==> src/rtl/sac_pkg.sv <==
// Notes on behaviour
// - Falling convert_start_n edge holds sample, starts conversion; in low-power it starts wake and acquisition first.
// - Sixteen-step binary search, most significant first.
// - Form output code, then drop busy.
// - Result belongs to this conversion's own sample.
// - Exactly three modes: high-rate, normal, low-power.
// - High-rate converts fastest; accuracy needs starts at most 1 ms apart.
// - Normal mode has no interval limit.
// - Low-power mode idles analog between conversions.
// - coding_select picks binary or two's complement only while CTRL_CODE_BIT is set.
// - Binary code counts whole steps above zero.
// - Two's complement is binary with top bit inverted.
// - Underrange saturates to the minimum code.
// - Low-power: start held low converts after acquisition.
// - High reset input aborts any conversion.
// - Power-down finishes current conversion, then inhibits.
package sac_pkg;
   localparam int unsigned CLK_MHZ        = 125;
   localparam int unsigned NBITS          = 16;
   localparam int unsigned BIT_NS_FAST    = 50;
   localparam int unsigned BIT_NS_NORMAL  = 70;
   localparam int unsigned ACQ_NS_FAST    = 150;
   localparam int unsigned ACQ_NS_NORMAL  = 250;
   localparam int unsigned ACQ_NS_LOWPWR  = 1000;
   localparam int unsigned WAKE_NS_LOWPWR = 400;
   localparam int unsigned GAP_US_FAST    = 1000;
   localparam int unsigned BIT_CYC_FAST   = (BIT_NS_FAST * CLK_MHZ) / 1000;
   localparam int unsigned BIT_CYC_NORMAL = (BIT_NS_NORMAL * CLK_MHZ) / 1000;
   localparam int unsigned ACQ_CYC_FAST   = (ACQ_NS_FAST * CLK_MHZ + 999) / 1000;
   localparam int unsigned ACQ_CYC_NORMAL = (ACQ_NS_NORMAL * CLK_MHZ + 999) / 1000;
   localparam int unsigned ACQ_CYC_LOWPWR = (ACQ_NS_LOWPWR * CLK_MHZ + 999) / 1000;
   localparam int unsigned WAKE_CYC       = (WAKE_NS_LOWPWR * CLK_MHZ + 999) / 1000;
   localparam int unsigned GAP_CYC_FAST   = GAP_US_FAST * CLK_MHZ;
   localparam int unsigned CNT_W          = 18;

   localparam logic [7:0]  ADDR_CTRL   = 8'h00;
   localparam logic [7:0]  ADDR_STATUS = 8'h04;
   localparam logic [7:0]  ADDR_RESULT = 8'h08;
   localparam logic [7:0]  ADDR_COUNT  = 8'h0C;
   localparam logic [31:0] CTRL_RESET  = 32'h0000_0005;
   localparam int unsigned CTRL_MODE_LSB = 0;
   localparam int unsigned CTRL_CODE_BIT = 2;
   localparam int unsigned CTRL_PD_BIT   = 3;
   localparam int unsigned CTRL_RST_BIT  = 4;

   localparam logic [15:0] MID_CODE  = 16'h8000;
   localparam logic [15:0] FULL_CODE = 16'hFFFF;
   localparam logic [15:0] ZERO_CODE = 16'h0000;

   typedef enum logic [1:0] {
      SAC_MODE_FAST,
      SAC_MODE_NORMAL,
      SAC_MODE_LOWPWR
   } sac_mode_t;

   typedef enum logic [2:0] {
      SAC_ST_IDLE,
      SAC_ST_WAKE,
      SAC_ST_ACQ,
      SAC_ST_CONV,
      SAC_ST_DONE
   } sac_state_t;

   typedef struct packed {
      logic [15:0] code;
      logic        stale;
      logic        sat;
   } sac_result_t;

   function automatic logic [15:0] sac_format(input logic [15:0] bin, input logic straight);
      sac_format = straight ? bin : {~bin[15], bin[14:0]};
   endfunction
endpackage

==> src/rtl/sac_skid.sv <==
`timescale 1ns/1ps
module sac_skid (
   // Clock and reset.
   input  wire logic                 pclk,
   input  wire logic                 presetn,
   input  wire logic                 ce,
   // Input side.
   input  wire logic                 in_valid,
   output logic                      in_ready,
   input  wire sac_pkg::sac_result_t in_data,
   // Output side.
   output logic                      out_valid,
   input  wire logic                 out_ready,
   output sac_pkg::sac_result_t      out_data
);
   typedef struct packed {
      sac_pkg::sac_result_t [1:0] mem;
      logic                       rd;
      logic                       wr;
      logic [1:0]                 cnt;
   } sac_skid_st_t;

   sac_skid_st_t s_q;
   sac_skid_st_t s_d;
   logic         push;
   logic         pop;

   assign in_ready  = (s_q.cnt != 2'h2);
   assign out_valid = (s_q.cnt != 2'h0);
   assign out_data  = s_q.mem[s_q.rd];
   assign push      = in_valid && in_ready;
   assign pop       = out_valid && out_ready;

   always_comb
   begin
      s_d = s_q;
      if (push)
      begin
         s_d.mem[s_q.wr] = in_data;
         s_d.wr          = ~s_q.wr;
      end
      if (pop)
      begin
         s_d.rd = ~s_q.rd;
      end
      s_d.cnt = s_q.cnt + {1'b0, push} - {1'b0, pop};
   end

   always_ff @(posedge pclk or negedge presetn)
   begin
      if (!presetn)
      begin
         s_q <= '0;
      end
      else if (ce)
      begin
         s_q <= s_d;
      end
   end

   chk_skid_no_over: assert property (@(posedge pclk) disable iff (!presetn)
      s_q.cnt <= 2'h2) else $error("buffer count exceeds two");
endmodule

==> src/rtl/sac_cycle_timer.sv <==
`timescale 1ns/1ps
module sac_cycle_timer (
   // Clock and reset.
   input  wire logic                          pclk,
   input  wire logic                          presetn,
   input  wire logic                          ce,
   // Control.
   input  wire logic                          load,
   input  wire logic [sac_pkg::CNT_W-1:0]     value,
   // Status.
   output logic                               expired
);
   typedef struct packed {
      logic [sac_pkg::CNT_W-1:0] cnt;
   } sac_tmr_st_t;

   sac_tmr_st_t s_q;
   sac_tmr_st_t s_d;

   assign expired = (s_q.cnt == '0);

   always_comb
   begin
      s_d = s_q;
      if (load)
      begin
         s_d.cnt = value;
      end
      else if (!expired)
      begin
         s_d.cnt = s_q.cnt - 1'b1;
      end
   end

   always_ff @(posedge pclk or negedge presetn)
   begin
      if (!presetn)
      begin
         s_q <= '0;
      end
      else if (ce)
      begin
         s_q <= s_d;
      end
   end
endmodule

==> src/rtl/sac_ctrl.sv <==
`timescale 1ns/1ps
module sac_ctrl (
   // APB slave.
   input  wire logic                  pclk,
   input  wire logic                  presetn,
   input  wire logic                  ce,
   input  wire logic                  psel,
   input  wire logic                  penable,
   input  wire logic                  pwrite,
   input  wire logic [7:0]            paddr,
   input  wire logic [31:0]           pwdata,
   output logic [31:0]                prdata,
   output logic                       pready,
   output logic                       pslverr,
   // Conversion pins.
   input  wire logic                  convert_start_n,
   input  wire logic                  reset_in,
   input  wire logic                  power_down_in,
   input  wire logic                  coding_select,
   output logic                       busy,
   // Analog front end controls and comparator.
   output logic                       track,
   output logic                       analog_on,
   output logic [15:0]                dac_bits,
   input  wire logic                  comp_high,
   input  wire logic                  over_range,
   input  wire logic                  under_range,
   // Result stream.
   output logic                       res_valid,
   input  wire logic                  res_ready,
   output sac_pkg::sac_result_t       res_data
);
   typedef struct packed {
      sac_pkg::sac_state_t  st;
      logic                 start_n_prev;
      logic [15:0]          trial;
      logic [15:0]          bit_mask;
      logic [15:0]          code;
      logic                 stale;
      logic                 sat;
      logic                 emit;
      logic [1:0]           mode;
      logic                 ctrl_code;
      logic                 ctrl_pd;
      logic [31:0]          rdata;
      logic [15:0]          conv_count;
      logic                 gap_long;
   } sac_ctrl_st_t;

   sac_ctrl_st_t         s_q;
   sac_ctrl_st_t         s_d;
   logic                 wr_en;
   logic                 rd_en;
   logic                 start_fall;
   logic                 pd_req;
   logic                 straight;
   logic                 acq_done;
   logic                 gap_done;
   logic                 tmr_load;
   logic [sac_pkg::CNT_W-1:0] tmr_val;
   logic                 buf_ready;
   logic                 gap_load;
   sac_pkg::sac_result_t push_data;

   // The slave never stalls, so every access completes in its first access cycle.
   assign pready     = 1'b1;
   assign wr_en      = psel && penable && pwrite;
   assign rd_en      = psel && !penable && !pwrite;
   assign pslverr    = psel && penable && (paddr > sac_pkg::ADDR_COUNT);
   assign prdata     = s_q.rdata;
   assign start_fall = s_q.start_n_prev && !convert_start_n;
   assign pd_req     = power_down_in || s_q.ctrl_pd;
   assign straight   = coding_select && s_q.ctrl_code;
   assign busy       = (s_q.st == sac_pkg::SAC_ST_CONV) || (s_q.st == sac_pkg::SAC_ST_DONE);
   assign track      = (s_q.st == sac_pkg::SAC_ST_IDLE) || (s_q.st == sac_pkg::SAC_ST_ACQ);
   // Analog bias is dropped while idle in low-power mode or while idle and powered down.
   assign analog_on  = !(pd_req && s_q.st == sac_pkg::SAC_ST_IDLE)
                    && !(s_q.mode == 2'(sac_pkg::SAC_MODE_LOWPWR)
                         && s_q.st == sac_pkg::SAC_ST_IDLE);
   assign dac_bits   = s_q.trial | s_q.bit_mask;
   assign push_data  = '{code: s_q.code, stale: s_q.stale, sat: s_q.sat};
   assign gap_load   = start_fall && s_q.st == sac_pkg::SAC_ST_IDLE;

   // The timer acts one cycle after it reaches zero, so a load of n minus one spaces steps n apart.
   function automatic logic [sac_pkg::CNT_W-1:0] bit_cycles(input logic [1:0] m);
      bit_cycles = (m == 2'(sac_pkg::SAC_MODE_FAST)) ? sac_pkg::CNT_W'(sac_pkg::BIT_CYC_FAST - 1)
                                                     : sac_pkg::CNT_W'(sac_pkg::BIT_CYC_NORMAL - 1);
   endfunction

   sac_cycle_timer u_step (
      .pclk    (pclk),
      .presetn (presetn),
      .ce      (ce),
      .load    (tmr_load),
      .value   (tmr_val),
      .expired (acq_done)
   );

   // Measures the 1 ms spacing that high-rate accuracy relies on.
   sac_cycle_timer u_gap (
      .pclk    (pclk),
      .presetn (presetn),
      .ce      (ce),
      .load    (gap_load),
      .value   (sac_pkg::CNT_W'(sac_pkg::GAP_CYC_FAST - 1)),
      .expired (gap_done)
   );

   sac_skid u_buf (
      .pclk      (pclk),
      .presetn   (presetn),
      .ce        (ce),
      .in_valid  (s_q.emit),
      .in_ready  (buf_ready),
      .in_data   (push_data),
      .out_valid (res_valid),
      .out_ready (res_ready),
      .out_data  (res_data)
   );

   always_comb
   begin
      s_d              = s_q;
      tmr_load         = 1'b0;
      tmr_val          = '0;
      s_d.start_n_prev = convert_start_n;
      if (s_q.emit && buf_ready)
      begin
         s_d.emit = 1'b0;
      end
      if (wr_en && paddr == sac_pkg::ADDR_CTRL)
      begin
         if (pwdata[1:0] != 2'h3)
         begin
            s_d.mode = pwdata[1:0];
         end
         s_d.ctrl_code = pwdata[sac_pkg::CTRL_CODE_BIT];
         s_d.ctrl_pd   = pwdata[sac_pkg::CTRL_PD_BIT];
      end
      case (paddr)
         sac_pkg::ADDR_CTRL:   s_d.rdata = {28'h0, s_q.ctrl_pd, s_q.ctrl_code, s_q.mode};
         sac_pkg::ADDR_STATUS: s_d.rdata = {27'h0, s_q.gap_long, s_q.emit, res_valid,
                                            analog_on, busy};
         sac_pkg::ADDR_RESULT: s_d.rdata = {14'h0, res_data.sat, res_data.stale, res_data.code};
         sac_pkg::ADDR_COUNT:  s_d.rdata = {16'h0, s_q.conv_count};
         default:              s_d.rdata = 32'h0000_0000;
      endcase
      if (!rd_en)
      begin
         s_d.rdata = s_q.rdata;
      end
      case (s_q.st)
         sac_pkg::SAC_ST_IDLE:
         begin
            if (gap_done)
            begin
               s_d.gap_long = 1'b1;
            end
            if (start_fall && !pd_req && !s_q.emit)
            begin
               s_d.stale    = (s_q.mode == 2'(sac_pkg::SAC_MODE_FAST))
                           && (s_q.gap_long || gap_done);
               s_d.gap_long = 1'b0;
               if (s_q.mode == 2'(sac_pkg::SAC_MODE_LOWPWR))
               begin
                  s_d.st   = sac_pkg::SAC_ST_WAKE;
                  tmr_load = 1'b1;
                  tmr_val  = sac_pkg::CNT_W'(sac_pkg::WAKE_CYC - 1);
               end
               else
               begin
                  s_d.st       = sac_pkg::SAC_ST_CONV;
                  s_d.trial    = '0;
                  s_d.bit_mask = sac_pkg::MID_CODE;
                  tmr_load     = 1'b1;
                  tmr_val      = bit_cycles(s_q.mode);
               end
            end
         end
         sac_pkg::SAC_ST_WAKE:
         begin
            // Bias settles, then acquisition runs before the hold.
            if (acq_done)
            begin
               s_d.st   = sac_pkg::SAC_ST_ACQ;
               tmr_load = 1'b1;
               tmr_val  = sac_pkg::CNT_W'(sac_pkg::ACQ_CYC_LOWPWR - 1);
            end
         end
         sac_pkg::SAC_ST_ACQ:
         begin
            if (acq_done && !convert_start_n)
            begin
               s_d.st       = sac_pkg::SAC_ST_CONV;
               s_d.trial    = '0;
               s_d.bit_mask = sac_pkg::MID_CODE;
               tmr_load     = 1'b1;
               tmr_val      = bit_cycles(s_q.mode);
            end
         end
         sac_pkg::SAC_ST_CONV:
         begin
            if (acq_done)
            begin
               if (comp_high)
               begin
                  s_d.trial = s_q.trial | s_q.bit_mask;
               end
               s_d.bit_mask = s_q.bit_mask >> 1;
               tmr_load     = 1'b1;
               tmr_val      = bit_cycles(s_q.mode);
               if (s_q.bit_mask[0])
               begin
                  s_d.st = sac_pkg::SAC_ST_DONE;
               end
            end
         end
         sac_pkg::SAC_ST_DONE:
         begin
            s_d.sat = over_range || under_range;
            if (over_range)
            begin
               s_d.code = sac_pkg::sac_format(sac_pkg::FULL_CODE, straight);
            end
            else if (under_range)
            begin
               s_d.code = sac_pkg::sac_format(sac_pkg::ZERO_CODE, straight);
            end
            else
            begin
               s_d.code = sac_pkg::sac_format(s_q.trial, straight);
            end
            s_d.emit       = 1'b1;
            s_d.conv_count = s_q.conv_count + 16'h0001;
            s_d.st         = sac_pkg::SAC_ST_IDLE;
         end
         default:
         begin
            s_d.st = sac_pkg::SAC_ST_IDLE;
         end
      endcase
      if (reset_in || (wr_en && paddr == sac_pkg::ADDR_CTRL && pwdata[sac_pkg::CTRL_RST_BIT]))
      begin
         s_d.st       = sac_pkg::SAC_ST_IDLE;
         s_d.bit_mask = '0;
         s_d.emit     = 1'b0;
      end
   end

   always_ff @(posedge pclk or negedge presetn)
   begin
      if (!presetn)
      begin
         s_q              <= '0;
         s_q.start_n_prev <= 1'b1;
         s_q.mode         <= sac_pkg::CTRL_RESET[1:0];
         s_q.ctrl_code    <= sac_pkg::CTRL_RESET[sac_pkg::CTRL_CODE_BIT];
         s_q.gap_long     <= 1'b1;
      end
      else if (ce)
      begin
         s_q <= s_d;
      end
   end

   chk_busy_after_start: assert property (@(posedge pclk) disable iff (!presetn || reset_in)
      ce && start_fall && s_q.st == sac_pkg::SAC_ST_IDLE && !pd_req && !s_q.emit
      && s_q.mode != 2'(sac_pkg::SAC_MODE_LOWPWR) |=> busy)
      else $error("conversion did not start");
   chk_msb_first: assert property (@(posedge pclk) disable iff (!presetn)
      ce && $rose(busy) && !reset_in |-> s_q.bit_mask == sac_pkg::MID_CODE)
      else $error("search did not start at top bit");
   chk_code_before_idle: assert property (@(posedge pclk) disable iff (!presetn)
      ce && s_q.st == sac_pkg::SAC_ST_DONE && !reset_in |=> !busy && s_q.emit)
      else $error("busy fell without result");
   chk_twos_mid: assert property (@(posedge pclk) disable iff (!presetn)
      ce && s_q.st == sac_pkg::SAC_ST_DONE && !over_range && !under_range && !straight
      && !reset_in |=> s_q.code == (s_q.trial ^ 16'h8000))
      else $error("midscale two's complement wrong");
   chk_over_sat: assert property (@(posedge pclk) disable iff (!presetn)
      ce && s_q.st == sac_pkg::SAC_ST_DONE && over_range && straight && !reset_in
      |=> s_q.code == 16'hFFFF)
      else $error("overrange not saturated");
   chk_under_sat: assert property (@(posedge pclk) disable iff (!presetn)
      ce && s_q.st == sac_pkg::SAC_ST_DONE && under_range && !over_range && !straight
      && !reset_in |=> s_q.code == 16'h8000)
      else $error("underrange not saturated");
   chk_reset_abort: assert property (@(posedge pclk) disable iff (!presetn)
      ce && reset_in |=> !busy)
      else $error("reset did not abort");
   chk_pd_inhibit: assert property (@(posedge pclk) disable iff (!presetn)
      ce && pd_req && s_q.st == sac_pkg::SAC_ST_IDLE |=> !busy)
      else $error("conversion started in power down");
   chk_mode_legal: assert property (@(posedge pclk) disable iff (!presetn)
      s_q.mode != 2'h3)
      else $error("illegal mode");
   chk_lowpwr_off: assert property (@(posedge pclk) disable iff (!presetn)
      s_q.mode == 2'(sac_pkg::SAC_MODE_LOWPWR) && s_q.st == sac_pkg::SAC_ST_IDLE
      |-> !analog_on)
      else $error("bias on while idle in low power");
   cov_fast_conv: cover property (@(posedge pclk)
      s_q.mode == 2'(sac_pkg::SAC_MODE_FAST) && $fell(busy));
   cov_lowpwr_conv: cover property (@(posedge pclk)
      s_q.st == sac_pkg::SAC_ST_ACQ ##1 s_q.st == sac_pkg::SAC_ST_CONV);
   cov_sat: cover property (@(posedge pclk) s_q.st == sac_pkg::SAC_ST_DONE && over_range);
   cov_abort: cover property (@(posedge pclk) busy && reset_in);
endmodule

==> config.mk <==
export PLATFORM = sky130hd
export DESIGN_NAME = sac_ctrl
export DESIGN_NICKNAME = d
export VERILOG_FILES = /design/src/rtl/sac_pkg.sv /design/src/rtl/sac_skid.sv /design/src/rtl/sac_cycle_timer.sv /design/src/rtl/sac_ctrl.sv
export SDC_FILE = /design/constraint.sdc
export NUM_CORES = 1
export LEC_CHECK = 0
export BUFFER_PORTS_ARGS = -buffer_cell sky130_fd_sc_hd__buf_2
export CAP_MARGIN = 20
export CORE_UTILIZATION = 45
export CTS_CLUSTER_DIAMETER = 120
export DETAILED_ROUTE_END_ITERATION = 16
export GPL_ROUTABILITY_DRIVEN = 0
export SLEW_MARGIN = 15
export SYNTH_ARGS = -nofsm -noshare
export SYNTH_HDL_FRONTEND = slang
export SYNTH_HIERARCHICAL = 1
export SYNTH_SLANG_ARGS = --single-unit
==> constraint.sdc <==
create_clock -name pclk -period 4.1 [get_ports pclk]
set_input_delay 0.615 -clock pclk [delete_from_list [all_inputs] [get_ports pclk]]
set_output_delay 0.615 -clock pclk [all_outputs]
set_load 0.02 [all_outputs]
==> flow_metrics.py <==
metrics = {
    "timing": {
        "fmax_mhz": 295.0,
        "slew_headroom_pct": 37.33,
        "slew_violations": 0,
        "hold_viol_final": 0,
        "setup_tns_ps": 0,
        "fin_crit_sh_pct": 82.69,
        "rsz0062_at_grt": "no",
        "worst_pin_slew_ps": 940.1,
        "fin_skew_ps": 9.536,
        "finalSetupViolations": 0,
        "fin_crit_ps": 3390,
    },
    "synthesis": {
        "ys_warn_count": 6,
        "ys_seq_area_share_pct": 44.75,
        "synth_top_area_share_pct": 43.64,
        "yosysMostFrequentCell": "dfrtp_1",
        "ys_top_cells_by_area": "dfrtp_1 44%, mux2_2 5.9%, a21oi_1 3.9%, o2111ai_1 3.1%, mux2i_1 2.9%",
        "synthCells": 950,
        "ys_types": 76,
        "synthArstFlopShare_pct": 100.0,
        "syn_avg_cell_area_um2": 10.02,
        "synth_area_mm2": 0.009518,
        "yosys-top-cells-count": "166 x dfrtp_1, 75 x a21oi_1, 61 x nor2_1, 52 x nand2_1, 50 x mux2_2",
        "synth-edff-count": 0,
        "ys.flop_type": "dfrtp_1",
        "ys_seq_elements": 170,
        "yosys.area.top_type": "dfrtp_1",
    },
    "floorplan": {
        "die_area_mm2": 0.02174,
        "core_mm2": 0.02049,
        "die_height_um": 147.4,
        "die_width_um": 147.4,
        "num_rows": 52,
        "start_util_pct": 46.44,
        "io_pins": 126,
    },
    "layout": {
        "antennaDiodeCount": 0,
        "layout-drive-gt1-share_pct": 24.59,
        "fin_util_pct": 52.19,
        "final_area_mm2": 0.01070,
        "fin_nets": 1079,
        "synthToLayoutAreaGrowth_pct": 12.38,
    },
    "placement": {
        "io_buffers": 83,
        "hpwl_mm": 15.60,
        "placed_area_mm2": 0.01006,
    },
    "worst_setup_path": {
        "slowest_delay_ps": 530,
        "cp-end-kind": "register",
        "crit_arrival_ps": 3720,
        "critPathRequiredTime_ps": 4430,
        "crit_chain": "nor4_4 > nand4_1 > nor2_1 > buf_4 > or3b_2 > nand2_1 > inv_1 > nand3_2 > o211ai_1 > a22o_1",
        "cp_slowest_cell": "nor4_4",
        "worstSetupPathType": "reg2reg",
        "start_kind": "register",
        "cp_max_fo": 15,
    },
    "cts": {
        "cts_tree": "yes",
        "cts_buffer_depth": 2,
        "postCtsSetupBuffers": 0,
        "holdBufCountCts": 0,
        "worstSkewPairLatency_ps": 440,
        "h-tree-depth": 4,
        "clkSinkCount": 170,
        "cts_resized": 0,
        "numCtsBuffers": 17,
        "cts-root-buf": "clkbuf_16",
        "clk_pin_slew_ps": 70,
    },
    "grt": {
        "grt_pass1_wl_mm": 37.72,
        "gr-usage-all-layers_pct": 22.04,
        "grt_start_max_net_pins": 100,
        "antenna_found_initial": 1,
        "overflow": 0,
        "grt_pass1_vias": 6884,
    },
    "route": {
        "wl_per_cell_um": 17.92,
        "firstDrtPassIters": 5,
        "num_vias": 7417,
        "drtAntennaViolNets": 0,
        "drt_iter0_markers": 563,
        "routed_wl_mm": 23.35,
        "via_per_inst": 5.692,
        "drc": 0,
    },
    "status": {
        "outcome": "finished clean",
    },
    "power_and_ir_drop": {
        "power_density_mw_per_mm2": 532.2,
        "leakagePower_nw": 4.989,
        "ir_worst_vdd_mv": 0.3599,
    },
    "run": {
        "max_cap_viol_count": 0,
    },
    "worst_hold_path": {
        "hold_path_class": "in2async",
    },
}
## metal layers
| metal | vias to the layer above | global-route usage, % | routed length [um] |
|---|---|---|---|
| met2 | 168 | 35.92 | 11580 |
| met1 | 3660 | 30.66 | 10590 |
| met3 | 15 | 3.796 | 976 |
| met4 | 0 | 5.000 | 211 |
| li1 | 3574 | - | - |
| met5 | - | 0 | 0 |
## critical path, delay by kind of cell, from the launching register on
kind                   cells  cell delay (ps)
buffers and inverters      2              440
AND/OR/NAND/NOR            6             1970
AO/OA/AOI/OAI              2              400
flip-flops                 1              470
## cell usage in the layout (no fill, tap or decap), types with 18 or more instances in the layout
master	synthesis	final
conb_1	2	44
mux2i_1	28	28
o2111ai_1	34	34
dfrtp_1	166	166
buf_4	33	18
and3_1	18	18
nand3_1	41	41
inv_1	38	38
o21ai_0	22	22
a21oi_1	75	75
nor2_1	61	61
o21ai_1	31	31
nor3_1	20	20
mux2_2	50	50
nand2_1	52	52
buf_2	7	82
## cells by family after synthesis
logic type               share of synthesized area, %
AND/OR/NAND/NOR                                 17.37
other                                         0.07890
adder cells (fa/ha/maj)                        0.6573
XOR/XNOR                                        1.840
multiplexers                                    10.67
buffers and inverters                           7.204
flip-flops                                      44.75
AO/OA/AOI/OAI                                   17.43
## state kept, by name, indices dropped and copies added, names as in the netlist
| register | count |
|---|---|
| prdata | 18 |
| push_data | 18 |
| s_q | 58 |
| u_buf/s_q | 40 |
| u_gap/s_q | 18 |
| u_step/s_q | 18 |
## worst paths after layout
| path | cells after the start | startpoint | end | slack [ps] |
|---|---|---|---|---|
| worst max-delay path | 10 | u_step/s_q[7]$_DFFE_PN0P_ | u_step/s_q[6]$_DFFE_PN0P_ | 710 |
| worst min-delay path | 1 | presetn | s_q[94]$_DFFE_PN0P_ | 200 |
| worst max register to register | 10 | u_step/s_q[7]$_DFFE_PN0P_ | u_step/s_q[6]$_DFFE_PN0P_ | 710 |
| worst min register to register | 2 | prdata[3]$_DFFE_PN0P_ | prdata[3]$_DFFE_PN0P_ | 470 |
| max in group asynchronous | 2 | presetn | u_step/s_q[4]$_DFFE_PN0P_ | 2920 |
| min in group pclk | 2 | pwdata[3] | s_q[49]$_DFFE_PN0P_ | 410 |
## through the flow
step	power (W)	instances	worst slack [ps]	hold WS, ps
6_report	0.005693	1303	709.9	196.6
5_1_grt	0.006027	1303	441.9	254.6
4_1_cts	0.005732	1302	718.5	227.1
3_5_place_dp	0.004002	1270	739.5	459.9
3_3_place_gp	0.003980	1270	744.5	452.1
2_1_floorplan	0.003532	992	947.0	319.4
## area by class of cell
type	instances	area, um^2
fillers	1893	9798
clock inverters	15	201.4
flip-flops and latches	170	4259
well taps	270	337.8
multi-input cells	691	4753
repair buffers	102	576.8
inverters	38	142.6
clock buffers	17	425.4
## where the power goes
part	leakage (nW)	total [W]	internal (W)	switching, W
sequential	2.26	0.00237	0.00196	0.000411
clock	0.301	0.00172	0.000938	0.000780
combinational	2.43	0.00160	0.000676	0.000927
total	4.99	0.00569	0.00357	0.00212
(Power assumes the default switching activity.)
